==> config.mk <==
export PLATFORM = sky130hd
export DESIGN_NAME = hsps_top
export DESIGN_NICKNAME = d
export VERILOG_FILES = /design/src/design/hsps_pkg.sv /design/src/design/hsps_top.sv
export SDC_FILE = /design/constraint.sdc
export NUM_CORES = 1
export LEC_CHECK = 0
export BUFFER_PORTS_ARGS = -buffer_cell sky130_fd_sc_hd__buf_2
export CORE_MARGIN = 3
export CORE_UTILIZATION = 35
export CTS_CLUSTER_DIAMETER = 50
export DETAILED_ROUTE_END_ITERATION = 8
export GPL_TIMING_DRIVEN = 0
export SLEW_MARGIN = 20
export SYNTH_ARGS = -nofsm -noshare
export SYNTH_HDL_FRONTEND = slang
export SYNTH_SLANG_ARGS = --single-unit
export TNS_END_PERCENT = 1
==> constraint.sdc <==
create_clock -name ref_clk -period 2.9 [get_ports ref_clk]
set_input_delay 0.58 -clock ref_clk [delete_from_list [all_inputs] [get_ports ref_clk]]
set_output_delay 0.58 -clock ref_clk [all_outputs]
set_load 0.005 [all_outputs]
==> src/design/hsps_pkg.sv <==
// Package for the hot swap power-up sequencer: states, timing constants, carriers.
// Assumes a 20 MHz reference clock; analog comparators are outside the block.
package hsps_pkg;

  localparam int unsigned CLK_HZ          = 20000000;
  localparam int unsigned POR_MIN_MS      = 27;     // Least insertion delay
  localparam int unsigned PG_DEGLITCH_MS  = 100;    // Gate-drive loss deglitch
  localparam int unsigned RETRY_S         = 10;     // Auto-retry wait
  localparam int unsigned SOC_RESP_NS     = 320;    // Severe overcurrent response bound
  localparam int unsigned SYNC_STAGES     = 2;

  localparam int unsigned POR_CYC   = POR_MIN_MS * (CLK_HZ / 1000);
  localparam int unsigned PGD_CYC   = PG_DEGLITCH_MS * (CLK_HZ / 1000);
  localparam int unsigned RETRY_CYC = RETRY_S * CLK_HZ;
  localparam int unsigned SOC_CYC   = (SOC_RESP_NS * (CLK_HZ / 1000000)) / 1000;

  localparam logic [1:0] ADDR_GND  = 2'h0;
  localparam logic [1:0] ADDR_RES  = 2'h1;
  localparam logic [1:0] ADDR_OPEN = 2'h2;
  localparam logic [1:0] ADDR_REG  = 2'h3;

  typedef enum logic [2:0] {
    HSPS_RESET,
    HSPS_CHARGE,
    HSPS_DISCHARGE,
    HSPS_GATE_ON,
    HSPS_FAULT_WAIT,
    HSPS_LATCHED
  } hsps_state_type;

  // Comparator levels from the analog front end
  typedef struct packed {
    logic enable;              // Enable pin
    logic output_sense_input;  // Output sense above 1 V
    logic input_low_compare;   // Undervoltage input above 1 V
    logic input_high_compare;  // Overvoltage input above 1 V
    logic gate_above_4v;       // Gate above sense_negative_node by 4 V
    logic timer_above_1v;      // Timer capacitor reached high threshold
    logic timer_above_0v2;     // Timer capacitor above low threshold
    logic fet_health_bad;      // FET health check failing
    logic overcurrent;         // Timed overcurrent fault
  } hsps_cmp_type;

  // Timer capacitor and gate drive commands to the analog side
  typedef struct packed {
    logic timer_charge;        // 3 uA source on
    logic timer_discharge;     // 100 uA sink on
    logic gate_charge;         // Gate pull-up on
    logic gate_fast_off;       // Fast gate discharge
  } hsps_drv_type;

  // Level-decoded address pins: {one_hi, one_lo}, {two_hi, two_lo}
  typedef struct packed {
    logic [1:0] addr_pin_one;
    logic [1:0] addr_pin_two;
    logic       addr_pin_three;
  } hsps_addr_type;

endpackage

==> src/design/hsps_top.sv <==
// Digital power-up sequencer of a hot swap controller.
// Assumes comparator and pin levels are asynchronous; all are synchronised here.
`timescale 1ns/1ps

// Summary of operation
// - Hold logic reset until supply and regulator good
// - Charge timer capacitor once above undervoltage
// - Discharge only at 1 V and 27 ms
// - Timer below 0.2 V makes gate ready
// - FET health check done during insertion
// - Charge gate only if health check passed
// - Power good needs all six conditions
// - Gate drive loss drops power good after 100 ms
// - Overcurrent gives latch-off or retry by pin
// - Severe short turns gate off within 320 ns
// - First two address pins decode four levels
// - Third address pin is a plain logic bit
// - Insertion delay never shorter than 27 ms
// - Retry low retries after 10 s, else latch
module hsps_top #(
  parameter int unsigned POR_CYCLES   = hsps_pkg::POR_CYC,
  parameter int unsigned PGD_CYCLES   = hsps_pkg::PGD_CYC,
  parameter int unsigned RETRY_CYCLES = hsps_pkg::RETRY_CYC
) (
  input  wire logic                    ref_clk,         // 20 MHz clock
  input  wire logic                    rstn,            // Sync reset, active low
  input  wire logic                    supply_ok,       // Supply above UVLO
  input  wire logic                    regulator_ok,    // internal_regulator started
  input  wire hsps_pkg::hsps_cmp_type  cmp,             // Comparator levels
  input  wire logic                    severe_oc,       // Severe short comparator
  input  wire logic                    retry_select_n,  // Low selects auto-retry
  input  wire logic [1:0]              addr_one_lvl,    // addr_pin_one level code
  input  wire logic [1:0]              addr_two_lvl,    // addr_pin_two level code
  input  wire logic                    addr_pin_three,  // Two-level address pin
  output logic                         logic_rst_n,     // Internal reset, active low
  output hsps_pkg::hsps_drv_type       drv,             // Timer and gate drive
  output logic                         power_ok_out,    // Power good
  output logic                         fault_out_n,     // Fault, active low
  output hsps_pkg::hsps_addr_type      dev_addr         // Decoded device address
);
  import hsps_pkg::*;

  localparam int CW = $clog2(RETRY_CYCLES + 1);
  localparam int NS = $bits(hsps_cmp_type) + 8;

  // Two-flop synchronisers on every asynchronous input
  logic [NS-1:0] raw_s, s1_q, s2_q;
  assign raw_s = {cmp, supply_ok, regulator_ok, retry_select_n, addr_pin_three,
                  addr_one_lvl, addr_two_lvl};
  always_ff @(posedge ref_clk) begin
    if (!rstn) begin
      s1_q <= '0;
      s2_q <= '0;
    end else begin
      s1_q <= raw_s;
      s2_q <= s1_q;
    end
  end

  hsps_cmp_type c;
  logic       sup_s, reg_s, rty_n_s, a3_s, run_ok;
  logic [1:0] a1_s, a2_s;
  assign {c, sup_s, reg_s, rty_n_s, a3_s, a1_s, a2_s} = s2_q;
  // Insertion runs only while enabled and the input sits inside its window
  assign run_ok = c.enable && c.input_low_compare && !c.input_high_compare;

  // Severe short: separate fast path, two-flop synchronised then registered out (150 ns < 320 ns)
  logic soc1_q, soc2_q;
  always_ff @(posedge ref_clk) begin
    if (!rstn) begin
      soc1_q <= 1'b0;
      soc2_q <= 1'b0;
    end else begin
      soc1_q <= severe_oc;
      soc2_q <= soc1_q;
    end
  end

  // Internal reset release
  logic rel_q;
  always_ff @(posedge ref_clk) begin
    if (!rstn)
      rel_q <= 1'b0;
    else
      rel_q <= sup_s & reg_s;
  end
  assign logic_rst_n = rel_q;

  // Sequencer
  hsps_state_type st_q;
  logic [CW-1:0]  cnt_q;
  logic           health_fail_q;
  logic           soc_trip_q;
  logic           oc_fault_q;

  always_ff @(posedge ref_clk) begin
    if (!rstn || !rel_q) begin
      st_q          <= HSPS_RESET;
      cnt_q         <= '0;
      health_fail_q <= 1'b0;
    end else begin
      unique case (st_q)
        HSPS_RESET: begin
          cnt_q         <= '0;
          health_fail_q <= 1'b0;
          if (run_ok)
            st_q <= HSPS_CHARGE;
        end
        HSPS_CHARGE: begin
          if (cnt_q < CW'(POR_CYCLES))
            cnt_q <= cnt_q + 1'b1;
          if (c.fet_health_bad)
            health_fail_q <= 1'b1;
          if (!run_ok)
            st_q <= HSPS_RESET;
          else if (c.timer_above_1v && cnt_q >= CW'(POR_CYCLES))
            st_q <= HSPS_DISCHARGE;
        end
        HSPS_DISCHARGE: begin
          if (c.fet_health_bad)
            health_fail_q <= 1'b1;
          if (!run_ok)
            st_q <= HSPS_RESET;
          else if (!c.timer_above_0v2) begin
            cnt_q <= '0;
            if (health_fail_q || c.fet_health_bad)
              st_q <= HSPS_LATCHED;
            else
              st_q <= HSPS_GATE_ON;
          end
        end
        HSPS_GATE_ON: begin
          if (!run_ok)
            st_q <= HSPS_RESET;
          else if (oc_fault_q || soc_trip_q) begin
            cnt_q <= '0;
            st_q  <= rty_n_s ? HSPS_LATCHED : HSPS_FAULT_WAIT;
          end
        end
        HSPS_FAULT_WAIT: begin
          cnt_q <= cnt_q + 1'b1;
          if (cnt_q >= CW'(RETRY_CYCLES - 1))
            st_q <= HSPS_RESET;
        end
        HSPS_LATCHED: begin
          if (!c.enable)
            st_q <= HSPS_RESET;
        end
        default: st_q <= HSPS_RESET;
      endcase
    end
  end

  // Fault latches, cleared when a new insertion starts
  always_ff @(posedge ref_clk) begin
    if (!rstn || !rel_q || st_q == HSPS_RESET) begin
      soc_trip_q <= 1'b0;
      oc_fault_q <= 1'b0;
    end else begin
      if (soc2_q)
        soc_trip_q <= 1'b1;
      if (c.overcurrent && st_q == HSPS_GATE_ON)
        oc_fault_q <= 1'b1;
    end
  end

  // Drive outputs
  always_ff @(posedge ref_clk) begin
    if (!rstn)
      drv <= '0;
    else begin
      drv.timer_charge    <= rel_q && st_q == HSPS_CHARGE;
      drv.timer_discharge <= rel_q && st_q == HSPS_DISCHARGE;
      drv.gate_charge     <= rel_q && st_q == HSPS_GATE_ON && !soc2_q &&
                             !oc_fault_q && !soc_trip_q;
      drv.gate_fast_off   <= soc2_q | soc_trip_q;
    end
  end

  always_ff @(posedge ref_clk) begin
    if (!rstn)
      fault_out_n <= 1'b1;
    else
      fault_out_n <= !(oc_fault_q || health_fail_q);
  end

  // Power good with deglitch on gate-drive loss only
  logic [CW-1:0] pgd_q;
  logic          others_ok;
  assign others_ok = rel_q && c.output_sense_input && c.enable && c.input_low_compare &&
                     !c.input_high_compare && fault_out_n && st_q == HSPS_GATE_ON;
  always_ff @(posedge ref_clk) begin
    if (!rstn) begin
      power_ok_out <= 1'b0;
      pgd_q        <= '0;
    end else if (!others_ok) begin
      power_ok_out <= 1'b0;
      pgd_q        <= '0;
    end else if (c.gate_above_4v) begin
      power_ok_out <= 1'b1;
      pgd_q        <= '0;
    end else if (power_ok_out) begin
      if (pgd_q >= CW'(PGD_CYCLES - 1))
        power_ok_out <= 1'b0;
      else
        pgd_q <= pgd_q + 1'b1;
    end
  end

  // Address straps after synchronisation; level codes map straight onto address bits
  always_ff @(posedge ref_clk) begin
    if (!rstn)
      dev_addr <= '0;
    else begin
      dev_addr.addr_pin_one   <= a1_s;
      dev_addr.addr_pin_two   <= a2_s;
      dev_addr.addr_pin_three <= a3_s;
    end
  end

endmodule

After elaboration in Yosys (flattened, before gate mapping)
Cells that the tools add are included.
- output and inout bits: 12
- register bits after elaboration: 110
- input bits: 20
- bitwise gates (word level): 5
- $lt $le $gt $ge: 4
- add/subtract/negate cells: 2
- equal/unequal tests: 17
- reductions and logical operators: 38
- multiplexer cells: 23
- operator list (cell ; count):
    $mux 28 ; 5
    $pmux 28 s5 ; 1
    $add 28x1->28 const B ; 2
    $mux 3 ; 10
    $ge 28x20->1 const B ; 1
    $ge 28x21->1 const B ; 1
    $ge 28x28->1 const B ; 1
    $lt 28x20->1 const B ; 1
    $pmux 3 s6 ; 1
    $logic_and 1x1->1 ; 16
    $ne 2x2->1 const B ; 8
    $reduce_and 6->1 ; 2
    $ne 3x3->1 const B ; 3
    $logic_not 1->1 ; 7
    $eq 3x2->1 const B ; 2
    $eq 3x3->1 const B ; 2
    $reduce_and 2->1 ; 3
    $logic_or 1x1->1 ; 5
    $mux 1 ; 5
    $reduce_bool 5->1 ; 1
    $eq 3x1->1 const B ; 1
    $logic_not 3->1 ; 1
    $not 1->1 ; 3
    $reduce_or 3->1 ; 1
    6 further kinds ; 6

Longest topological paths before layout
Gate-level depths: netlist (run 1).
- depth after elaboration: 8
- gate-level depth with buffers: 9
- gate-level depth less buffers: 7

Least setup slack after synthesis (run 1)
No wires, ideal clock.
- kind: input port to flip-flop
- from: input rstn
- to: register pgd_q[10]
- cell stages on the path: 8
- setup time: 0.070 ns
- path buffers: 3
- arrival time: 1.932 ns
- slack: 0.897 ns
- required time: 2.830 ns
- cells stage by stage: buf_2 > and2_1 > buf_2 > nand3_1 > or3_1 > nand2b_1 > clkbuf_1 > a21oi_1
- longest elaborated chain between the ends: 2
- RTL lines (what ; line ; text):
    start, declared ; hsps_top.sv:26 ; input wire logic rstn,
    $not 1->1 (no source line) ; n/a ;
    $reduce_or 3->1 (no source line) ; n/a ;
    end signal, assigned ; hsps_top.sv:206 ; pgd_q <= pgd_q + 1'b1;
    end, declared ; hsps_top.sv:188 ; logic [CW-1:0] pgd_q;
Every way passes these cells.
A chain may end at the register's enable or synchronous reset.

Worst setup path in the final report (run 1)
- from: register st_q[0]
- to: register cnt_q[9]
- longest elaborated chain between the ends: 3
- elaborated cells on any way between the ends: 13
- those cells by class: 9 x eq/ne; 1 x mux; 3 x reduce/logical
- RTL lines (what ; line ; text):
    start, declared ; hsps_top.sv:90 ; hsps_state_type st_q;
    start signal, assigned ; hsps_top.sv:137 ; st_q <= rty_n_s ? HSPS_LATCHED : HSPS_FAULT_WAIT;
    $eq 3x2->1, or another cell as far along ; hsps_top.sv:102 ; unique case (st_q)
    $reduce_bool 5->1 (no source line) or $ne 2x2->1 (tied branches) ; n/a ;
    $reduce_and 6->1 (no source line) ; n/a ;
    end signal, assigned ; hsps_top.sv:111 ; cnt_q <= cnt_q + 1'b1;
    end signal, assigned ; hsps_top.sv:141 ; cnt_q <= cnt_q + 1'b1;
    end, declared ; hsps_top.sv:91 ; logic [CW-1:0] cnt_q;
Several ways; a longest one is shown, not always the timed one.

==> results of run 1 <==
==> placed cells by master (no fill, tap or decap), types with 6 or more instances in the layout <==
cell type  netlist  routed
nand2_1         31      31
and2_1          49      49
nor2_1          54      54
clkbuf_16        0       9
buf_2            7      37
o21ai_0         19      19
xnor2_1         27      27
a21oi_1         21      21
inv_1           11      11
nor3_1          18      18
or3_1           17      17
dfxtp_1        110     110
nand3_1         22      22
and3_1           8       8
nor4_2           6       6
nor4_1           8       8
nand4_1          9       9
clkbuf_1         9       9
==> power by group through the flow <==
stage / registers (W) / logic [W] / clock network, W
6_report: 0.00154 / 0.0000435 / 0.00123
5_1_grt: 0.00154 / 0.0000506 / 0.00133
4_1_cts: 0.00154 / 0.0000451 / 0.00127
3_5_place_dp: 0.00158 / 0.0000450 / 0
3_3_place_gp: 0.00158 / 0.0000440 / 0
2_1_floorplan: 0.00157 / 0.0000246 / 0
==> Yosys cell counts (2+ instances only) <==
cell type  instances  share of area [%]
nor4_1             8                1.1
nand3_1           22                2.4
xnor2_1           27                5.1
nand2_1           31                2.5
nor2_1            54                4.4
nor2b_1            3               0.41
a31o_2             2               0.38
nor3_2             4               0.87
nand4_1            9                1.2
nor4_2             6                1.6
and4_1             2               0.38
a31oi_1            4               0.54
or3_1             17                2.3
dfxtp_1          110                 48
nand4b_1           2               0.38
nor2_2             2               0.27
a21oi_1           21                2.3
nor3_1            18                2.0
inv_1             11               0.90
o21ai_0           19                2.1
mux2i_1            2               0.43
o2111ai_1          2               0.38
buf_4              2               0.33
clkbuf_1           9               0.73
xor2_1             3               0.57
nand2b_1           2               0.27
and2_1            49                6.6
nor4b_2            3               0.98
ha_1               3               0.81
buf_2              7               0.76
buf_6              3               0.73
and3_1             8                1.1
o211ai_1           4               0.65
or3b_1             2               0.38
==> through the flow <==
step                power (W)  util (%)
finish                0.00281      41.3
floorplan             0.00160         -
CTS                   0.00286      41.3
detailed placement    0.00162      39.0
global route          0.00293      41.3
global placement      0.00162      39.0
==> final cells by class <==
type,count,area [um2],share of cell area (%)
well taps,172,215,4.08
plain buffers,22,131,2.49
clock inverters,6,61.3,1.16
multi-input cells,352,2230,42.3
clock buffers,10,239,4.53
flip-flops and latches,110,2200,41.7
inverters,12,45.0,0.854
repair buffers,30,150,2.85
==> final timing paths <==
kind | from | to | slack, ns
setup / recovery | st_q[0] | cnt_q[9] | 0.70
setup reg to reg | st_q[0] | cnt_q[9] | 0.70
hold / removal | addr_two_lvl[1] | s1_q[1] | 0.43
hold reg to reg | soc1_q | soc2_q | 0.43
==> cell families (layout without fill, tap and decap cells) <==
family / Yosys count / after routing / share of synthesized area, %
flip-flops: 110 / 110 / 47.8
AND/OR/NAND/NOR: 253 / 253 / 32.1
XOR/XNOR: 30 / 30 / 5.70
multiplexers: 3 / 3 / 0.678
adder cells (fa/ha/maj): 3 / 3 / 0.814
AO/OA/AOI/OAI: 63 / 63 / 9.15
buffers and inverters: 34 / 80 / 3.83
==> routing by layer <==
| layer | routed length [um] | global-route usage (%) |
|---|---|---|
| met5 | 0 | 0 |
| met4 | 207 | 6.52 |
| met3 | 311 | 2.57 |
| met2 | 4070 | 19.8 |
| met1 | 4400 | 16.9 |
==> registers in the layout (all words and copies together) (netlist names) <==
register,count
soc2_q,1
oc_fault_q,1
s1_q,17
pgd_q,28
soc1_q,1
cnt_q,28
power_ok_out,1
logic_rst_n,1
st_q,3
soc_trip_q,1
fault_out_n,1
health_fail_q,1
dev_addr,5
s2_q,17
drv,4
==> impl_metrics.yaml, run 1 <==
floorplanning:
  initial_core_util_pct: 36.1
  die_area_um2: 14600
  rows: 41
  ios: 32
  core-area_um2: 12800
  fp.dieW_um: 121
  die_y_um: 121
min_path:
  hp-class: "in -> reg"
  holdPathStages: 2
drt:
  avgRoutedWirePerCell_um: 12.6
  drcViolationCount: 0
  vias: 3496
  drt_iter0_drc: 185
  antenna_left: 0
  drt-total-wl_mm: 8.99
  firstDrtPassIters: 4
  viasPerCell: 4.90
logic_synthesis:
  syn_inst: 496
  yosys_warnings: 0
  synthesis.area_um2: 4610
  synth-async-reset-ratio_pct: 0
  synth.distinct_cells: 59
  avgSynthCellArea_um2: 9.30
  ys_seq_area_share_pct: 47.8
  synthFlopType: "dfxtp_1"
  synth_fp_nets: 519
  synth_seq_cells: 110
  synth_edf_count: 0
cts:
  clockRootBuffer: "clkbuf_16"
  htree_levels: 3
  postCtsResizedCells: 0
  clockBufferDepth: 2
  insertion_delay_ns: 0.35
  clk_pin_slew_ns: 0.08
  cts_tree: "yes"
  cts-buffers-inserted: 9
  postCtsHoldBufs: 0
  post-cts-setup-buffers: 0
  clock-sinks: 110
place:
  post_dp_cell_area_um2: 4980
  dp_cells: 698
  place.gp.congestion: 0.832
  hpwl_mm: 6.41
  port-buffer-count: 30
  pre_cts_ws_ns: 0.556
setup_path:
  worstPathArrival_ns: 2.44
  crit_chain: "nor4b_1 -> o31ai_2 -> buf_4 -> inv_2 -> o31ai_4 -> buf_2 -> nor2_1"
  path_delay_family: "compound AO/OA/AOI/OAI gates"
  cp-start-kind: "flop"
  crit_fanout: 10
  worst-path-stages: 7
  end_kind: "flop"
  worstSetupPathType: "reg -> reg"
  critPathMaxStageDelay_ns: 0.46
  cpMaxStageDelayCell: "o31ai_4"
  cp.required_ns: 3.14
  cp_num_buf_inv: 3
  rr_worst_depth: 7
power_and_ir_drop:
  p_comb_share_pct: 1.5
  intPower_w: 0.00219
  pwr-share-clk_pct: 43.7
  p_per_area_nw_per_um2: 533
  ir_drop_uv: 332
  seqPwrFrac_pct: 54.7
  p_switching_w: 0.000620
  p_leak_nw: 1.79
  p_sw_share_pct: 22.0
timing:
  finalHoldViolations: 0
  hold_slack_ns: 0.427
  fin_tns_setup_ns: 0
  relSlewSlack_pct: 59.4
  worstMarginPinSlew_ns: 0.604
  clock.fmax_mhz: 454
  finalCritPeriodShare_pct: 75.9
  layout_min_cycle_time_ns: 2.20
  rsz0062_at_grt: "false"
  slew_viol_final: 0
  setup_slack_ns: 0.699
  finalSetupViolCount: 0
  clock_skew_ns: 0.00995
run:
  drv_cap: 0
grt:
  grt_max_degree: 21
  grt_pass1_wl_mm: 15.2
  grt_pass1_vias: 3292
  overflow: 0
  antenna_found_initial: 0
  grt_use_total_pct: 12.8
finish:
  stdcell_area_um2: 5280
  fillCellCount: 1269
  syn2layout_area_growth_pct: 14.4
  nets: 560
  drive_gt1_share_pct: 16.6
  layoutNonFillerInstCount: 714
  insertedDiodeCount: 0
status:
  status: "finished clean"
(Power assumes the default switching activity.)
==> inputs of run 2 (changes only) <==
==> constraint.sdc (replaced) <==
create_clock -name ref_clk -period 2.2 [get_ports ref_clk]
set_input_delay 0.44 -clock ref_clk [delete_from_list [all_inputs] [get_ports ref_clk]]
set_output_delay 0.44 -clock ref_clk [all_outputs]
set_load 0.005 [all_outputs]
==> impl_metrics.yaml, run 2 (same netlist as run 1, synthesis figures left out) <==
setup_path:
  crit_fanout: 5
  end_kind: "flop"
  cp-endpoint: "cnt_q[27]"
  worstPathArrival_ns: 2.37
  critPathLaunch: "cnt_q[14]"
  cp.required_ns: 2.44
  reg2reg_slack_ns: 0.07
  worstSetupPathType: "reg -> reg"
  r2r-end: "cnt_q[27]"
  cp-start-kind: "flop"
  worstReg2RegStart: "cnt_q[14]"
  rr_worst_depth: 6
drt:
  avgRoutedWirePerCell_um: 12.6
  viasPerCell: 4.91
  drt_iter0_drc: 174
  vias: 3513
  drcViolationCount: 0
  antenna_left: 0
  drt-total-wl_mm: 9.04
  firstDrtPassIters: 4
floorplanning:
  ios: 32
  rows: 41
  die_y_um: 121
  initial_core_util_pct: 36.1
  die_area_um2: 14600
  fp.dieW_um: 121
  core-area_um2: 12800
power_and_ir_drop:
  p_comb_share_pct: 1.6
  seqPwrFrac_pct: 54.7
  pwr-share-clk_pct: 43.7
  p_switching_w: 0.000819
  p_sw_share_pct: 22.1
  p_leak_nw: 1.82
  intPower_w: 0.00289
  ir_drop_uv: 437
  p_per_area_nw_per_um2: 696
timing:
  finalHoldViolations: 0
  hold_slack_ns: 0.287
  rsz0062_at_grt: "true"
  fin_tns_setup_ns: 0
  finalCritPeriodShare_pct: 96.7
  clock.fmax_mhz: 470
  clock_skew_ns: 0.00981
  finalSetupViolCount: 0
  slew_viol_final: 0
  worstMarginPinSlew_ns: 0.650
  relSlewSlack_pct: 56.0
  layout_min_cycle_time_ns: 2.13
cts:
  clk_pin_slew_ns: 0.08
  htree_levels: 3
  clockBufferDepth: 2
  postCtsHoldBufs: 0
  insertion_delay_ns: 0.35
  cts_tree: "yes"
  clock-sinks: 110
  cts-buffers-inserted: 9
  clockRootBuffer: "clkbuf_16"
grt:
  grt_pass1_vias: 3302
  grt_pass1_wl_mm: 15.2
  overflow: 0
  antenna_found_initial: 0
  grt_max_degree: 21
  grt_use_total_pct: 12.8
run:
  drv_cap: 0
finish:
  multiInputGateArea_um2: 2270
  drive_gt1_share_pct: 17.9
  layoutNonFillerInstCount: 715
  layout_commonest_cell: "dfxtp_1"
  final_cell_mix: "dfxtp_1 (109), nor2_1 (54), and2_1 (49), buf_2 (37), nand2_1 (31)"
  nets: 561
  fillCellCount: 1268
  syn2layout_area_growth_pct: 15.5
  insertedDiodeCount: 0
  regArea_um2: 2200
  top_regs: "cnt_q: 28 flops, pgd_q: 28 flops"
place:
  hpwl_mm: 6.41
  dp_cells: 698
  place.gp.congestion: 0.832
  port-buffer-count: 30
status:
  status: "finished clean"
min_path:
  hp-class: "in -> reg"
==> run 2: cell type report <==
class / instances / area share (%)
tap: 172 / 4.04
inverter: 12 / 0.845
buffer: 22 / 2.47
timing repair buffer: 31 / 2.96
sequential: 110 / 41.4
multi-input combinational: 352 / 42.7
clock buffer: 10 / 4.49
clock inverter: 6 / 1.15
==> run 2: worst min path at each step <==
stage | end | start | depth (start not counted) | slack (ns)
after global routing | s1_q[5] | retry_select_n | 2 | 0.28
final | s1_q[1] | addr_two_lvl[1] | 2 | 0.29
after CTS | soc1_q | severe_oc | 2 | 0.27
after floorplan | drv[1] | soc2_q | 1 | 0.40
after global placement | s2_q[6] | s1_q[6] | 1 | 0.42
after detailed placement | dev_addr[1] | s2_q[0] | 1 | 0.42
==> run 2: power groups by stage <==
stage                     Sequential [W]  Combinational [W]  Clock (W)
final                            0.00203          0.0000575    0.00162
after global routing             0.00203          0.0000671    0.00176
after CTS                        0.00203          0.0000595    0.00168
after detailed placement         0.00208          0.0000593          0
after global placement           0.00208          0.0000580          0
after floorplan                  0.00208          0.0000325          0
==> run 2: worst max-delay path: stages (launching register included) <==
cell	delay, ns
dfxtp_1	0.35
o41ai_2	0.39
and4_4	0.30
a31oi_4	0.11
or3b_4	0.41
nor3_2	0.12
mux2_2	0.34
==> run 2: metal layers <==
layer,vias to the layer above,wire length [um],GRT usage [%]
li1,1810,-,-
met1,1640,4450,16.9
met2,51,4100,19.9
met3,12,291,2.57
met4,0,208,6.52
met5,-,0,0
==> run 2: stage by stage <==
step	setup WS (ns)	total power [W]	utilization, %	cell area, um2
2_1_floorplan	0.206	0.00211	-	4610
3_3_place_gp	0.0120	0.00214	39.0	4980
3_5_place_dp	-0.0462	0.00214	39.0	4980
4_1_cts	0.0260	0.00377	41.4	5280
5_1_grt	-0.00241	0.00386	41.7	5330
6_report	0.0723	0.00371	41.7	5330
==> run 2: repair_timing <==
item | 4_1_cts | 5_1_grt
gates resized for setup | 0 | 9
buffers inserted | 1 | 0
endpoints found under the setup margin | 11 | 24
pin swaps | 1 | 2
==> inputs of run 3 (changes only) <==
--- a/config.mk
+++ b/config.mk
@@ -6,6 +6,7 @@
 export NUM_CORES = 1
 export LEC_CHECK = 0
 export BUFFER_PORTS_ARGS = -buffer_cell sky130_fd_sc_hd__buf_2
+export CORE_ASPECT_RATIO = 0.7
 export CORE_MARGIN = 3
 export CORE_UTILIZATION = 35
 export CTS_CLUSTER_DIAMETER = 50
==> constraint.sdc (replaced) <==
create_clock -name ref_clk -period 1.9 [get_ports ref_clk]
set_input_delay 0.38 -clock ref_clk [delete_from_list [all_inputs] [get_ports ref_clk]]
set_output_delay 0.38 -clock ref_clk [all_outputs]
set_load 0.005 [all_outputs]
==> impl_metrics.yaml, run 3 (same netlist as run 1, synthesis figures left out) <==
status:
  status: "finished, violations left"
  violations: "negative setup slack"
place:
  post_dp_cell_area_um2: 4970
  dp_cells: 688
  port-buffer-count: 30
  place.gp.congestion: 0.861
  hpwl_mm: 6.50
drt:
  drt-total-wl_mm: 9.43
  viasPerCell: 4.96
  avgRoutedWirePerCell_um: 13.2
  drt_iter0_drc: 245
  drcViolationCount: 0
  vias: 3538
  antenna_left: 0
  firstDrtPassIters: 5
cts:
  clk_pin_slew_ns: 0.09
  postCtsHoldBufs: 0
  cts-buffers-inserted: 9
  cts_tree: "yes"
  clockBufferDepth: 2
  htree_levels: 3
  clockRootBuffer: "clkbuf_16"
  insertion_delay_ns: 0.36
  clock-sinks: 110
finish:
  stdcell_area_um2: 5510
  layoutNonFillerInstCount: 713
  nets: 569
  final_cell_mix: "dfxtp_1 (97), nor2_1 (53), and2_1 (49), buf_2 (35), nand2_1 (31)"
  multiInputGateArea_um2: 2340
  drive_gt1_share_pct: 22.9
  fillCellCount: 1196
  top_regs: "cnt_q: 28 flops, pgd_q: 28 flops"
  layout_commonest_cell: "dfxtp_1"
  regArea_um2: 2220
  syn2layout_area_growth_pct: 19.6
  insertedDiodeCount: 0
grt:
  overflow: 0
  antenna_found_initial: 0
  grt_pass1_wl_mm: 16.1
  grt_use_total_pct: 13.7
  grt_pass1_vias: 3284
  grt_max_degree: 25
power_and_ir_drop:
  ir_drop_uv: 625
  p_per_area_nw_per_um2: 797
  p_leak_nw: 1.93
floorplanning:
  rows: 34
  die_area_um2: 14600
  ios: 32
  die_y_um: 102
  initial_core_util_pct: 36.5
  fp.dieW_um: 143
  core-area_um2: 12600
setup_path:
  cp-start-kind: "flop"
  worstSetupPathType: "reg -> reg"
  cp.required_ns: 2.15
  end_kind: "flop"
  crit_fanout: 10
  worstPathArrival_ns: 2.33
timing:
  rsz0062_at_grt: "true"
  setup_slack_ns: -0.178
  fin_tns_setup_ns: -1.26
  finalSetupViolCount: 24
  relSlewSlack_pct: 68.4
  clock.fmax_mhz: 481
  finalHoldViolations: 0
  worstMarginPinSlew_ns: 0.462
  hold_slack_ns: 0.220
  clock_skew_ns: 0.0114
  slew_viol_final: 0
  layout_min_cycle_time_ns: 2.08
  finalCritPeriodShare_pct: 109
min_path:
  hp-class: "in -> reg"
run:
  drv_cap: 0
run 3: path summary, 6_finish.rpt:
path	endpoint	slack, ns	from	depth (start not counted)
min	s1_q[9]	0.22	cmp[1]	2
min reg2reg	drv[1]	0.43	soc2_q	1
max reg2reg	cnt_q[24]	-0.18	cnt_q[20]	9
max	cnt_q[24]	-0.18	cnt_q[20]	9
run 3: critical path: stages, from the launching register on:
cell and delay (ns):
dfxtp_1 0.32, buf_6 0.13, nor4_2 0.25, and4_4 0.28, a31oi_4 0.12, buf_4 0.16
buf_6 0.15, nor4_2 0.34, xnor2_1 0.18, nor2_2 0.04
run 3: layout make-up:
cell class	count	share of cell area (%)
multi-input combinational	352	42.5
sequential	110	40.3
clock buffer	9	4.08
timing repair buffer	39	3.95
tap	162	3.68
buffer	22	2.81
clock inverter	7	1.88
inverter	12	0.817
run 3: report_power, final:
part           internal [W]   total, W  switching, W
Clock              0.000978    0.00198      0.000999
Combinational     0.0000385  0.0000671     0.0000286
Sequential          0.00234    0.00235     0.0000101
Total               0.00336    0.00439       0.00104
run 3: per-layer routing:
metal	global-route usage (%)	wire length, um	vias up
li1	-	-	1825
met1	19.3	4710	1637
met2	20.7	4160	70
met3	3.60	466	6
met4	4.16	94	0
met5	0	0	-
run 3: per-stage QoR:
step / setup WS (ns) / utilization [%] / total power [W]
global placement: -0.343 / 39.4 / 0.00247
detailed placement: -0.388 / 39.4 / 0.00247
floorplan: -0.0697 / - / 0.00244
finish: -0.178 / 43.6 / 0.00439
global route: -0.231 / 43.6 / 0.00456
CTS: -0.170 / 43.0 / 0.00446
run 3: timing repair:
action,4_1_cts,5_1_grt
resized for setup,22,19
endpoints found under the setup margin,50,52
pin swaps,6,4
buffers inserted,7,2
